===== config.mk =====
export PLATFORM = sky130hd
export DESIGN_NAME = drsc_ctrl
export DESIGN_NICKNAME = d
export VERILOG_FILES = /design/src/rtl/drsc_pkg.sv /design/src/rtl/drsc_ctrl.sv
export SDC_FILE = /design/constraint.sdc
export NUM_CORES = 1
export LEC_CHECK = 0
export ABC_CLOCK_PERIOD_IN_PS = 3040
export BUFFER_PORTS_ARGS = -buffer_cell sky130_fd_sc_hd__clkbuf_2
export CAP_MARGIN = 20
export CORE_ASPECT_RATIO = 0.75
export CORE_MARGIN = 10
export CORE_UTILIZATION = 31
export DETAILED_ROUTE_END_ITERATION = 16
export GPL_ROUTABILITY_DRIVEN = 0
export GPL_TIMING_DRIVEN = 0
export HOLD_SLACK_MARGIN = 0.12
export PLACE_DENSITY = 0.55
export RECOVER_POWER = 25
export SLEW_MARGIN = 20
export SYNTH_ARGS = -nofsm -noshare
export SYNTH_HDL_FRONTEND = slang
export SYNTH_SLANG_ARGS = --single-unit

===== constraint.sdc =====
create_clock -name ref_clk_i -period 3.04 [get_ports ref_clk_i]
set_input_delay 0.608 -clock ref_clk_i [delete_from_list [all_inputs] [get_ports ref_clk_i]]
set_output_delay 0.608 -clock ref_clk_i [all_outputs]
set_load 0.05 [all_outputs]

===== src/rtl/drsc_pkg.sv =====
// Package: constants, types and register map of the reset/shutdown controller
package drsc_pkg;
	// ------------------------------------------------------------
	// Register map (word offsets as byte addresses)
	// ------------------------------------------------------------
	localparam logic [7:0] ADDR_CONFIG = 8'h00;
	localparam logic [7:0] ADDR_GAIN = 8'h04;
	localparam logic [7:0] ADDR_STATUS = 8'h08;
	localparam logic [7:0] ADDR_MOD = 8'h0C;
	localparam logic [7:0] ADDR_DATA0 = 8'h10;
	localparam logic [7:0] ADDR_DATA1 = 8'h14;
	localparam logic [7:0] ADDR_PHASE = 8'h18;
	localparam logic [7:0] ADDR_ID = 8'h1C;
	// ------------------------------------------------------------
	// Field layout and reset values
	// ------------------------------------------------------------
	localparam int CFG_SHDN_LSB = 0;
	localparam int CFG_SRST_LSB = 2;
	localparam int CFG_VREF_BIT = 4;
	localparam int CFG_CLK_BIT = 5;
	localparam int CFG_BSEN_LSB = 6;
	localparam logic [7:0] CONFIG_RST = 8'h00;
	localparam logic [5:0] GAIN_RST = 6'h00;
	localparam logic [7:0] PHASE_RST = 8'h00;
	localparam logic [3:0] ZERO_PATTERN = 4'h3;
	localparam logic [3:0] RESET_PATTERN = 4'h3;
	localparam logic [31:0] ID_VALUE = 32'h0000D5C1; // Arbitrary value
	// ------------------------------------------------------------
	// Timing
	// ------------------------------------------------------------
	localparam int SAMPLE_DIV = 4;
	localparam int DR_OSR = 64;
	localparam int SETTLE_PERIODS = 3;
	localparam int STARTUP_PERIODS = 3;
	localparam logic [1:0] SHDN_ALL = 2'h3;
	// ------------------------------------------------------------
	// Types
	// ------------------------------------------------------------
	typedef struct packed {
		logic [1:0] bs_en;
		logic ext_clk;
		logic ext_ref;
		logic [1:0] soft_rst;
		logic [1:0] shdn;
	} drsc_cfg_t;
	typedef struct packed {
		logic [7:0] adr;
		logic [31:0] dat;
		logic [3:0] sel;
		logic we;
		logic cyc;
		logic stb;
	} drsc_wb_req_t;
	typedef enum logic [0:0] {CH_IDLE, CH_RUN} drsc_ch_state_t;
endpackage : drsc_pkg


===== src/rtl/drsc_ctrl.sv =====
// Reset and shutdown sequencer for a dual delta-sigma converter front end
//
// How it works
// - Reset pin or power-on resets every register
// - Bitstream pins float during hard reset
// - Hard reset forces 0011, clears data, filters
// - Serial interface held in reset, no transactions
// - Leaving shutdown: first ready after filter settling
// - Channels shut down independently, config kept
// - Shut channel: data zero, no ready pulses
// - One shut channel: bitstream repeats 0011 when enabled
// - Returning channel realigns phase to running one
// - Both shut: gate core clock; restore on resume
// - Shutdown 11 plus ext ref/clk: full shutdown
// - Register interface stays alive in full shutdown
// - Any bit back to 0 restarts supply monitors
// - Exit full shutdown: full reset, ready after three
// - Gain code 000..101 decodes to 1..32
// - Gain codes 110 and 111 mean one
// - Quantizer: four comparators, thermometer, four levels
// - Modulator output refreshed once per sampling period
// - Modulator output in register and serial pin
// - Soft reset: running, output zero, no ready
`timescale 1ns/1ps
module drsc_ctrl
	import drsc_pkg::*;
#(
	parameter int SAMPLE_DIV_P = SAMPLE_DIV,
	parameter int OSR_P = DR_OSR
)(
	input wire logic ref_clk_i,
	input wire logic resetn_i,
	input wire logic por_i,
	input wire logic wb_cyc_i,
	input wire logic wb_stb_i,
	input wire logic wb_we_i,
	input wire logic [7:0] wb_adr_i,
	input wire logic [31:0] wb_dat_i,
	input wire logic [3:0] wb_sel_i,
	output logic [31:0] wb_dat_o,
	output logic wb_ack_o,
	input wire logic [1:0] comp_level0_i,
	input wire logic [1:0] comp_level1_i,
	output logic [1:0] data_ready_o,
	output logic [1:0] modulator_bitstream_out_o,
	output logic [1:0] modulator_bitstream_oe_o,
	output logic [1:0] bias_en_o,
	output logic input_clk_en_o,
	output logic core_clk_en_o,
	output logic supply_mon_en_o,
	output logic int_ref_en_o,
	output logic [5:0] gain0_o,
	output logic [5:0] gain1_o
);
	import drsc_pkg::*;

	// ------------------------------------------------------------
	// Reset synchronisation and power-on reset
	// ------------------------------------------------------------
	logic por_s1_r;
	logic por_s2_r;
	logic hard_rst;
	logic full_sd;
	logic full_sd_d_r;
	logic full_exit;
	logic soft_por;

	always_ff @(posedge ref_clk_i or negedge resetn_i)
	begin
		if (!resetn_i)
		begin
			por_s1_r <= 1'b1;
			por_s2_r <= 1'b1;
		end
		else
		begin
			por_s1_r <= por_i;
			por_s2_r <= por_s1_r;
		end
	end

	// Power-on reset only counts while the monitors are enabled
	assign hard_rst = por_s2_r & supply_mon_en_o;
	assign full_exit = full_sd_d_r & ~full_sd;
	assign soft_por = hard_rst | full_exit;

	// ------------------------------------------------------------
	// Register bus
	// ------------------------------------------------------------
	drsc_cfg_t cfg_r;
	logic [5:0] gain_r;
	logic [7:0] phase_r;
	logic [23:0] data_r [2];
	logic [7:0] mod_r;
	logic wr_en;
	logic rd_en;

	// Bus is refused during hard reset; no ack is given
	assign rd_en = wb_cyc_i & wb_stb_i & ~wb_ack_o & ~hard_rst;
	assign wr_en = rd_en & wb_we_i & wb_sel_i[0];

	always_ff @(posedge ref_clk_i or negedge resetn_i)
	begin
		if (!resetn_i)
			wb_ack_o <= 1'b0;
		else
			wb_ack_o <= rd_en;
	end

	always_ff @(posedge ref_clk_i or negedge resetn_i)
	begin
		if (!resetn_i)
		begin
			cfg_r <= CONFIG_RST;
			gain_r <= GAIN_RST;
			phase_r <= PHASE_RST;
		end
		else if (soft_por)
		begin
			cfg_r <= CONFIG_RST;
			gain_r <= GAIN_RST;
			phase_r <= PHASE_RST;
		end
		else if (wr_en)
		begin
			unique case (wb_adr_i)
				ADDR_CONFIG: cfg_r <= wb_dat_i[7:0];
				ADDR_GAIN: gain_r <= wb_dat_i[5:0];
				ADDR_PHASE: phase_r <= wb_dat_i[7:0];
				default: ;
			endcase
		end
	end

	always_ff @(posedge ref_clk_i or negedge resetn_i)
	begin
		if (!resetn_i)
			wb_dat_o <= 32'h00000000;
		else if (rd_en)
		begin
			unique case (wb_adr_i)
				ADDR_CONFIG: wb_dat_o <= {24'h000000, cfg_r};
				ADDR_GAIN: wb_dat_o <= {26'h0000000, gain_r};
				ADDR_STATUS: wb_dat_o <= {26'h0000000, full_sd, core_clk_en_o,
					data_ready_o, bias_en_o};
				ADDR_MOD: wb_dat_o <= {24'h000000, mod_r};
				ADDR_DATA0: wb_dat_o <= {8'h00, data_r[0]};
				ADDR_DATA1: wb_dat_o <= {8'h00, data_r[1]};
				ADDR_PHASE: wb_dat_o <= {24'h000000, phase_r};
				ADDR_ID: wb_dat_o <= ID_VALUE;
				default: wb_dat_o <= 32'h00000000;
			endcase
		end
	end

	// ------------------------------------------------------------
	// Power state decode
	// ------------------------------------------------------------
	assign full_sd = (cfg_r.shdn == SHDN_ALL) & cfg_r.ext_ref & cfg_r.ext_clk;

	always_ff @(posedge ref_clk_i or negedge resetn_i)
	begin
		if (!resetn_i)
			full_sd_d_r <= 1'b0;
		else
			full_sd_d_r <= full_sd;
	end

	// Monitors come back as soon as any of the bits drops
	assign supply_mon_en_o = ~full_sd;
	assign int_ref_en_o = ~full_sd & ~cfg_r.ext_ref;
	assign core_clk_en_o = (cfg_r.shdn != SHDN_ALL) & ~hard_rst;
	assign input_clk_en_o = cfg_r.shdn != SHDN_ALL;
	assign bias_en_o = ~cfg_r.shdn;

	// ------------------------------------------------------------
	// Gain decode
	// ------------------------------------------------------------
	function automatic logic [5:0] gain_decode(input logic [2:0] code);
		logic [5:0] g;
		g = 6'h01;
		if (code <= 3'h5)
			g = 6'(6'h01 << code);
		else
			g = 6'h01;
		return g;
	endfunction : gain_decode

	assign gain0_o = gain_decode(gain_r[2:0]);
	assign gain1_o = gain_decode(gain_r[5:3]);

	// ------------------------------------------------------------
	// Sampling and data-rate timebase
	// ------------------------------------------------------------
	logic [7:0] samp_cnt_r;
	logic samp_tick;
	logic [15:0] dr_cnt_r;
	logic dr_tick;

	assign samp_tick = core_clk_en_o && (samp_cnt_r == 8'(SAMPLE_DIV_P - 1));
	assign dr_tick = samp_tick && (dr_cnt_r == 16'(OSR_P - 1));

	always_ff @(posedge ref_clk_i or negedge resetn_i)
	begin
		if (!resetn_i)
			samp_cnt_r <= 8'h00;
		else if (soft_por || !core_clk_en_o)
			samp_cnt_r <= 8'h00;
		else if (samp_tick)
			samp_cnt_r <= 8'h00;
		else
			samp_cnt_r <= samp_cnt_r + 8'h01;
	end

	// Data-rate phase persists across single-channel shutdown
	always_ff @(posedge ref_clk_i or negedge resetn_i)
	begin
		if (!resetn_i)
			dr_cnt_r <= 16'h0000;
		else if (soft_por)
			dr_cnt_r <= 16'h0000;
		else if (dr_tick)
			dr_cnt_r <= 16'h0000;
		else if (samp_tick)
			dr_cnt_r <= dr_cnt_r + 16'h0001;
	end

	// ------------------------------------------------------------
	// Per-channel quantizer, data and ready logic
	// ------------------------------------------------------------
	logic [1:0] pat_idx_r;
	logic [1:0] lvl [2];
	assign lvl[0] = comp_level0_i;
	assign lvl[1] = comp_level1_i;

	always_ff @(posedge ref_clk_i or negedge resetn_i)
	begin
		if (!resetn_i)
			pat_idx_r <= 2'h0;
		else if (soft_por)
			pat_idx_r <= 2'h0;
		else if (samp_tick)
			pat_idx_r <= pat_idx_r + 2'h1;
	end

	for (genvar ch = 0; ch < 2; ch++)
	begin : g_ch
		logic [3:0] therm;
		logic [3:0] mod_q_r;
		logic [1:0] settle_r;
		logic first_r;
		logic idle;
		drsc_ch_state_t st_r;

		assign idle = cfg_r.shdn[ch] | cfg_r.soft_rst[ch];
		// Four comparators, thermometer coded: four levels 0000, 0001, 0011, 1111
		always_comb
		begin
			therm = 4'h0;
			for (int k = 0; k < 4; k++)
				therm[k] = (3'(lvl[ch]) + 3'(k >= 3)) > 3'(k);
		end

		always_ff @(posedge ref_clk_i or negedge resetn_i)
		begin
			if (!resetn_i)
				mod_q_r <= RESET_PATTERN;
			else if (soft_por)
				mod_q_r <= RESET_PATTERN;
			else if (samp_tick)
				mod_q_r <= idle ? ZERO_PATTERN : therm;
		end

		always_ff @(posedge ref_clk_i or negedge resetn_i)
		begin
			if (!resetn_i)
			begin
				st_r <= CH_IDLE;
				settle_r <= 2'h0;
				first_r <= 1'b1;
			end
			else if (soft_por)
			begin
				st_r <= CH_IDLE;
				settle_r <= 2'h0;
				first_r <= 1'b1;
			end
			else
			begin
				unique case (st_r)
					CH_IDLE:
						if (!idle)
						begin
							st_r <= CH_RUN;
							settle_r <= 2'h0;
						end
					CH_RUN:
						if (idle)
						begin
							st_r <= CH_IDLE;
							first_r <= 1'b1;
						end
						else if (dr_tick && settle_r != 2'(SETTLE_PERIODS - 1))
							settle_r <= settle_r + 2'h1;
						else if (dr_tick)
							first_r <= 1'b0;
				endcase
			end
		end

		// Ready follows the shared data-rate tick, realigning to the other channel
		always_ff @(posedge ref_clk_i or negedge resetn_i)
		begin
			if (!resetn_i)
				data_ready_o[ch] <= 1'b0;
			else
				data_ready_o[ch] <= ~soft_por & dr_tick & ~idle & (st_r == CH_RUN)
					& (~first_r | settle_r == 2'(STARTUP_PERIODS - 1));
		end

		always_ff @(posedge ref_clk_i or negedge resetn_i)
		begin
			if (!resetn_i)
				data_r[ch] <= 24'h000000;
			else if (soft_por || idle)
				data_r[ch] <= 24'h000000;
			else if (dr_tick && st_r == CH_RUN)
				data_r[ch] <= {12'h000, 4'(therm), phase_r};
		end

		always_ff @(posedge ref_clk_i or negedge resetn_i)
		begin
			if (!resetn_i)
				modulator_bitstream_out_o[ch] <= 1'b0;
			else
				modulator_bitstream_out_o[ch] <= mod_q_r[pat_idx_r];
		end

		// Bitstream pin floats in hard reset
		assign modulator_bitstream_oe_o[ch] = cfg_r.bs_en[ch] & ~hard_rst;
	end

	assign mod_r = {g_ch[1].mod_q_r, g_ch[0].mod_q_r};
endmodule : drsc_ctrl


# After elaboration in Yosys (flattened, before gate mapping)
# Index checks and enable logic that the tools add are counted.
[word_totals]
register_bits = 152
inputBits = 54
output_inout_bits = 57
elab_cells = 195
[op_classes]
addsub = 7
order_cmp = 11
eq_ne = 23
shift = 2
mux = 56
bitwise = 37
n_reduce_logical = 30
[op_table]
columns = ["cell", "count"]
rows = [
  ["24-bit one-hot mux with 8 select lines", 1],
  ["24-bit two-way mux", 4],
  ["8-bit two-way mux", 8],
  ["16-bit two-way mux", 3],
  ["8-bit by 5-bit equality test with 1-bit output (second input constant)", 4],
  ["6-bit two-way mux", 5],
  ["4-bit two-way mux", 6],
  ["1-bit bitwise AND", 20],
  ["2-bit two-way mux", 10],
  ["3-bit != test (second input constant)", 6],
  ["2-bit nonzero test", 9],
  ["16-bit by 1-bit adder with 16-bit output (second input constant)", 1],
  ["16-bit by 6-bit equality test with 1-bit output (second input constant)", 1],
  ["8-bit by 4-bit equality test with 1-bit output (second input constant)", 2],
  ["1-bit two-way mux", 15],
  ["3-bit AND reduction", 4],
  ["1-bit by 3-bit << shifter with 6-bit output (first input constant)", 2],
  ["1-bit inverter", 11],
  ["3-bit nonzero test", 3],
  ["8-bit by 1-bit adder with 8-bit output (second input constant)", 1],
  ["8-bit by 2-bit equality test with 1-bit output (second input constant)", 1],
  ["8-bit by 3-bit equality test with 1-bit output (second input constant)", 1],
  ["2-bit by 1-bit greater-than comparator with 1-bit output (second input constant)", 4],
  ["8-bit logical NOT", 1],
  ["17 further kinds", 43],
]

# Depth between registers and ports, before layout
[depth]
depth_word = 14
depth_mapped = 8
depth_no_buf = 6

# Least setup slack after synthesis
# OpenSTA, ideal clock, no wires.
[synth_path]
kind = "register to output"
start = "register cfg_r[1] (netlist name)"
end = "output modulator_bitstream_oe_o[0]"
arrival_ns = 1.956
t_required_ns = 2.432
setup_slack_ns = 0.476
path_stages_with_launch = 4
path_buffers = 1
cell_sequence = "dfrtp_1 buf_4 nand4_4 a21boi_0"
[synth_between]
elab_chain_cells = 7
[synth_lines]
columns = ["item", "line", "rtl"]
rows = [
  ["start: declaration", "drsc_ctrl.sv:90", "drsc_cfg_t cfg_r;"],
  ["start signal: assignment", "drsc_ctrl.sv:127", "ADDR_CONFIG: cfg_r <= wb_dat_i[7:0];"],
  ["2-bit equality test", "drsc_ctrl.sv:159", "assign full_sd = (cfg_r.shdn == SHDN_ALL) & cfg_r.ext_ref & cfg_r.ext_clk;"],
  ["1-bit bitwise AND (2 in a row)", "drsc_ctrl.sv:159", ""],
  ["1-bit inverter", "drsc_ctrl.sv:170", "assign supply_mon_en_o = ~full_sd;"],
  ["via supply_mon_en_o", "drsc_ctrl.sv:50", "output logic supply_mon_en_o,"],
  ["1-bit bitwise AND", "drsc_ctrl.sv:83", "assign hard_rst = por_s2_r & supply_mon_en_o;"],
  ["1-bit inverter", "drsc_ctrl.sv:340", "assign modulator_bitstream_oe_o[ch] = cfg_r.bs_en[ch] & ~hard_rst;"],
  ["1-bit bitwise AND", "drsc_ctrl.sv:340", ""],
  ["end: declaration", "drsc_ctrl.sv:46", "output logic [1:0] modulator_bitstream_oe_o,"],
]
# The timed path passes the listed nets, and every way through them passes these cells.

# Worst setup path in the final report
[layout_path]
start = "register dr_cnt_r[0]"
end = "register data_r[3] (netlist name)"
[layout_between]
elab_chain_cells = 4
[layout_lines]
columns = ["item", "line", "rtl"]
rows = [
  ["start: declaration", "drsc_ctrl.sv:197", "logic [15:0] dr_cnt_r;"],
  ["start signal: assignment", "drsc_ctrl.sv:225", "dr_cnt_r <= dr_cnt_r + 16'h0001;"],
  ["16-bit by 6-bit equality test with 1-bit output", "drsc_ctrl.sv:201", "assign dr_tick = samp_tick && (dr_cnt_r == 16'(OSR_P - 1));"],
  ["1-bit logical AND", "drsc_ctrl.sv:201", ""],
  ["1-bit logical AND", "drsc_ctrl.sv:327", "else if (dr_tick && st_r == CH_RUN)"],
  ["2-bit nonzero test (no source line)", "--", ""],
  ["end signal: indexed assignment", "drsc_ctrl.sv:328", "data_r[ch] <= {12'h000, 4'(therm), phase_r};"],
  ["end: declaration", "drsc_ctrl.sv:93", "logic [23:0] data_r [2];"],
]
# No other way between the ends.
# A chain may end at the register's enable or synchronous reset.

==> key figures <==
Run status
  – Outcome: finished with violations
  – Failing checks: max-capacitance violations, max-slew violations

STA
  – Final setup viols: 0
  – Worst Tran Pin Value: 1.68 ns
  – Worst Skew: roughly 0.012 ns
  – Worst Hold Margin: 0.334 ns
  – RSZ-0062 raised after global routing: no
  – Tcrit/Tclk final: ~77%
  – Rel. slew slack: -11.8%
  – Minimum clock period: between 2 and 2.5 ns
  – Max Fclk: 426 MHz
  – Slew Viols, Final: 29
  – Final hold vios: 0

Clock network
  – Worst skew pair latency: 0.35 ns
  – Clock sinks: 107
  – Cts bufs inserted: 9
  – CTS tree: done
  – CTS Root Cell: clkbuf_16
  – CTS Hold Bufs: 0
  – Post_cts resized: 0
  – Clock Pin Slew Worst Setup and Hold Paths: 0.08 ns
  – Post-CTS Setup Bufs: 0
  – Maximum buffer depth of the clock tree: 2
  – H-tree Lvls: 3

Cells and area
  – Fin nets: 695
  – Layout cells sized above 1: roughly 23%
  – Fin cells: 878
  – Most frequent cells in the layout: 99 x dfrtp_1, 64 x clkbuf_2, 56 x nor2_1
  – Finished Core Util: 37.9%
  – Sequential cell area: about 2700 sq um
  – Area growth from synthesis to layout: 18.5%
  – N_diodes: 0
  – Commonest non-fill, non-tap cell in the layout: dfrtp_1
  – # fillers: 1730
  – Finished Cell Area: 6480 sq um
  – Area occupied by multi-input gates: about 2500 sq um

Placed design
  – Buffers added on ports: 66
  – Dpl cells: 862
  – Area of placed instances: 6190 sq um
  – DP Wirelength: approximately 12000 um

Detailed routing
  – WL/cell: 18.5 um
  – DR vias/cell: 5.22
  – Vias: 4582
  – Detailed-route DRC error count: 0
  – Drt first pass iters: 5
  – Final WL: 16200 um
  – DR iter-0 viols: 397
  – Antenna Nets Post-Route: 0

Synth
  – Synth top area cells: dfrtp_1 45%, dfstp_2 3.8%, nor2_1 3.8%
  – Cell variety after synth: 72
  – Synth Register Bits: approximately 110
  – Top cell type's share of synthesized area: 45.3%
  – Leading area contributor after synthesis: dfrtp_1
  – Sequential-to-total area share from yosys stat: approximately half
  – Post-synth ARST share: 100%
  – Top_reg_cell synth: dfrtp_1
  – Synth Area per Inst: 10.1 sq um
  – Mapped Cells: 543
  – Synth warn: 0
  – Number of flops mapped to enable cells by yosys: 0
  – Mapped Area: 5470 sq um

Power and ir drop
  – Total design power: 2870 uW
  – Power density over the cells: 444 nW/um^2
  – Pleak: 0.00288 uW
  – VDD IR max: 0.000244 V

Critical path
  – Critical Path AT: 2.63 ns
  – Worst setup SP type: flip-flop
  – Worst EP required: 3.32 ns
  – Crit. End Element: flip-flop
  – CP Class: reg2reg
  – Largest fanout on the critical path: 10

Global routing
  – First-pass GRT wire length: 25900 um
  – Largest net degree at the start of global routing: 80
  – Initial antenna violation count: 0
  – Tot GR Track Use: 13.8%
  – Global route overflow: 0
  – Vias in the first global route: 4451

Floorplanning
  – Initial Utilization: 32.0%
  – Number of primary I/O pins: 111
  – Die width: 173 um
  – Die height: 135 um
  – Num rows: 41
  – Core Footprint: 17100 sq um
  – Die Footprint: 23400 sq um

Job
  – Max Cap Viol: 1

Hold path
  – HP Class: in2reg
## cell usage after synthesis (4+ instances only)
library cell   n
o21ai_0       24
nor2_1        56
clkbuf_1      13
buf_4         24
dfstp_2        8
dfrtp_1       99
ha_1           4
nor3_1        12
and3b_1        4
mux2i_1       19
buf_2         11
nor3b_1        7
and4_1         4
nor4_1         9
o211ai_1       4
a221oi_1       4
and3_1         4
o31ai_1        4
xor2_1         6
nand2_1       43
o21ai_1       14
inv_1         11
a21oi_1       20
nand3_1       29
nand4_1        9
a22o_1        21
xnor2_1       11
## stage by stage
step           setup TNS (ns)  worst slack (ns)
3_5_place_dp                0             0.519
6_report                    0             0.691
5_1_grt                     0             0.532
2_1_floorplan               0             0.476
3_3_place_gp           -12.58            -0.136
4_1_cts                     0             0.683
## logic make-up (layout without fill, tap and decap cells)
group	Yosys count	count (layout)	share of synthesized area [%]
compound gates	126	126	15.8
xor+xnor	17	17	2.72
fa+ha+maj	4	4	0.915
buf+inv	61	144	6.08
flops	107	107	49.1
mux	21	21	4.30
other cells	1	17	0.0685
simple gates	206	206	21.0
## report_power, final
group,internal (uW),switching (uW)
clock network,614,566
logic,66.0,182
registers,1430,12.0
## routing by layer
metal  vias to the layer above  wire length, um  track usage, %
li1                       2139                -               -
met1                      2244             8040            20.0
met2                       184             6680            19.5
met3                        15             1350            4.09
met4                         0              176            2.72
met5                         -                0               0
## flip-flops by register name, summed over array words and instances (netlist names), 2 cells and up
name                       count
cfg_r                          8
data_r                        23
data_ready_o                   2
dr_cnt_r                      16
g_ch.first_r                   2
g_ch.mod_q_r                   7
g_ch.settle_r                  4
g_ch.st_r                      2
gain_r                         6
modulator_bitstream_out_o      2
pat_idx_r                      2
phase_r                        8
samp_cnt_r                     8
wb_dat_o                      13
## final cells by class
cell class                      count  area share (%)
Clock inverter                      5           0.714
Timing Repair Buffer               67            5.48
Clock buffer                       11            3.90
Buffer                             48            4.38
Inverter                           13           0.753
Tap cell                          236            4.56
Multi-Input combinational cell    391            38.7
Sequential cell                   107            41.5
## final timing paths
| path | from | end | slack [ns] | cells after the start |
|---|---|---|---|---|
| min in group asynchronous | resetn_i | data_r[9]$_DFFE_PN0P_ | 0.69 | 1 |
| worst min-delay path | por_i | por_s1_r$_DFF_PN1_ | 0.33 | 1 |
| worst max register to register | dr_cnt_r[0]$_DFFE_PN0P_ | data_r[3]$_DFFE_PN0P_ | 0.69 | 7 |
| max in group asynchronous | resetn_i | por_s1_r$_DFF_PN1_ | 1.22 | 2 |
| worst max-delay path | dr_cnt_r[0]$_DFFE_PN0P_ | data_r[3]$_DFFE_PN0P_ | 0.69 | 7 |
| worst min register to register | por_s1_r$_DFF_PN1_ | por_s2_r$_DFF_PN1_ | 0.36 | 0 |
## critical path: stages (launching register included)
cell,delay (ns)
dfrtp_1,0.42
ha_1,0.28
and4_1,0.26
and4_1,0.19
buf_2,0.16
a31oi_1,0.24
clkbuf_1,0.50
a22o_1,0.22
No activity file was read; power rests on OpenSTA's default activity.
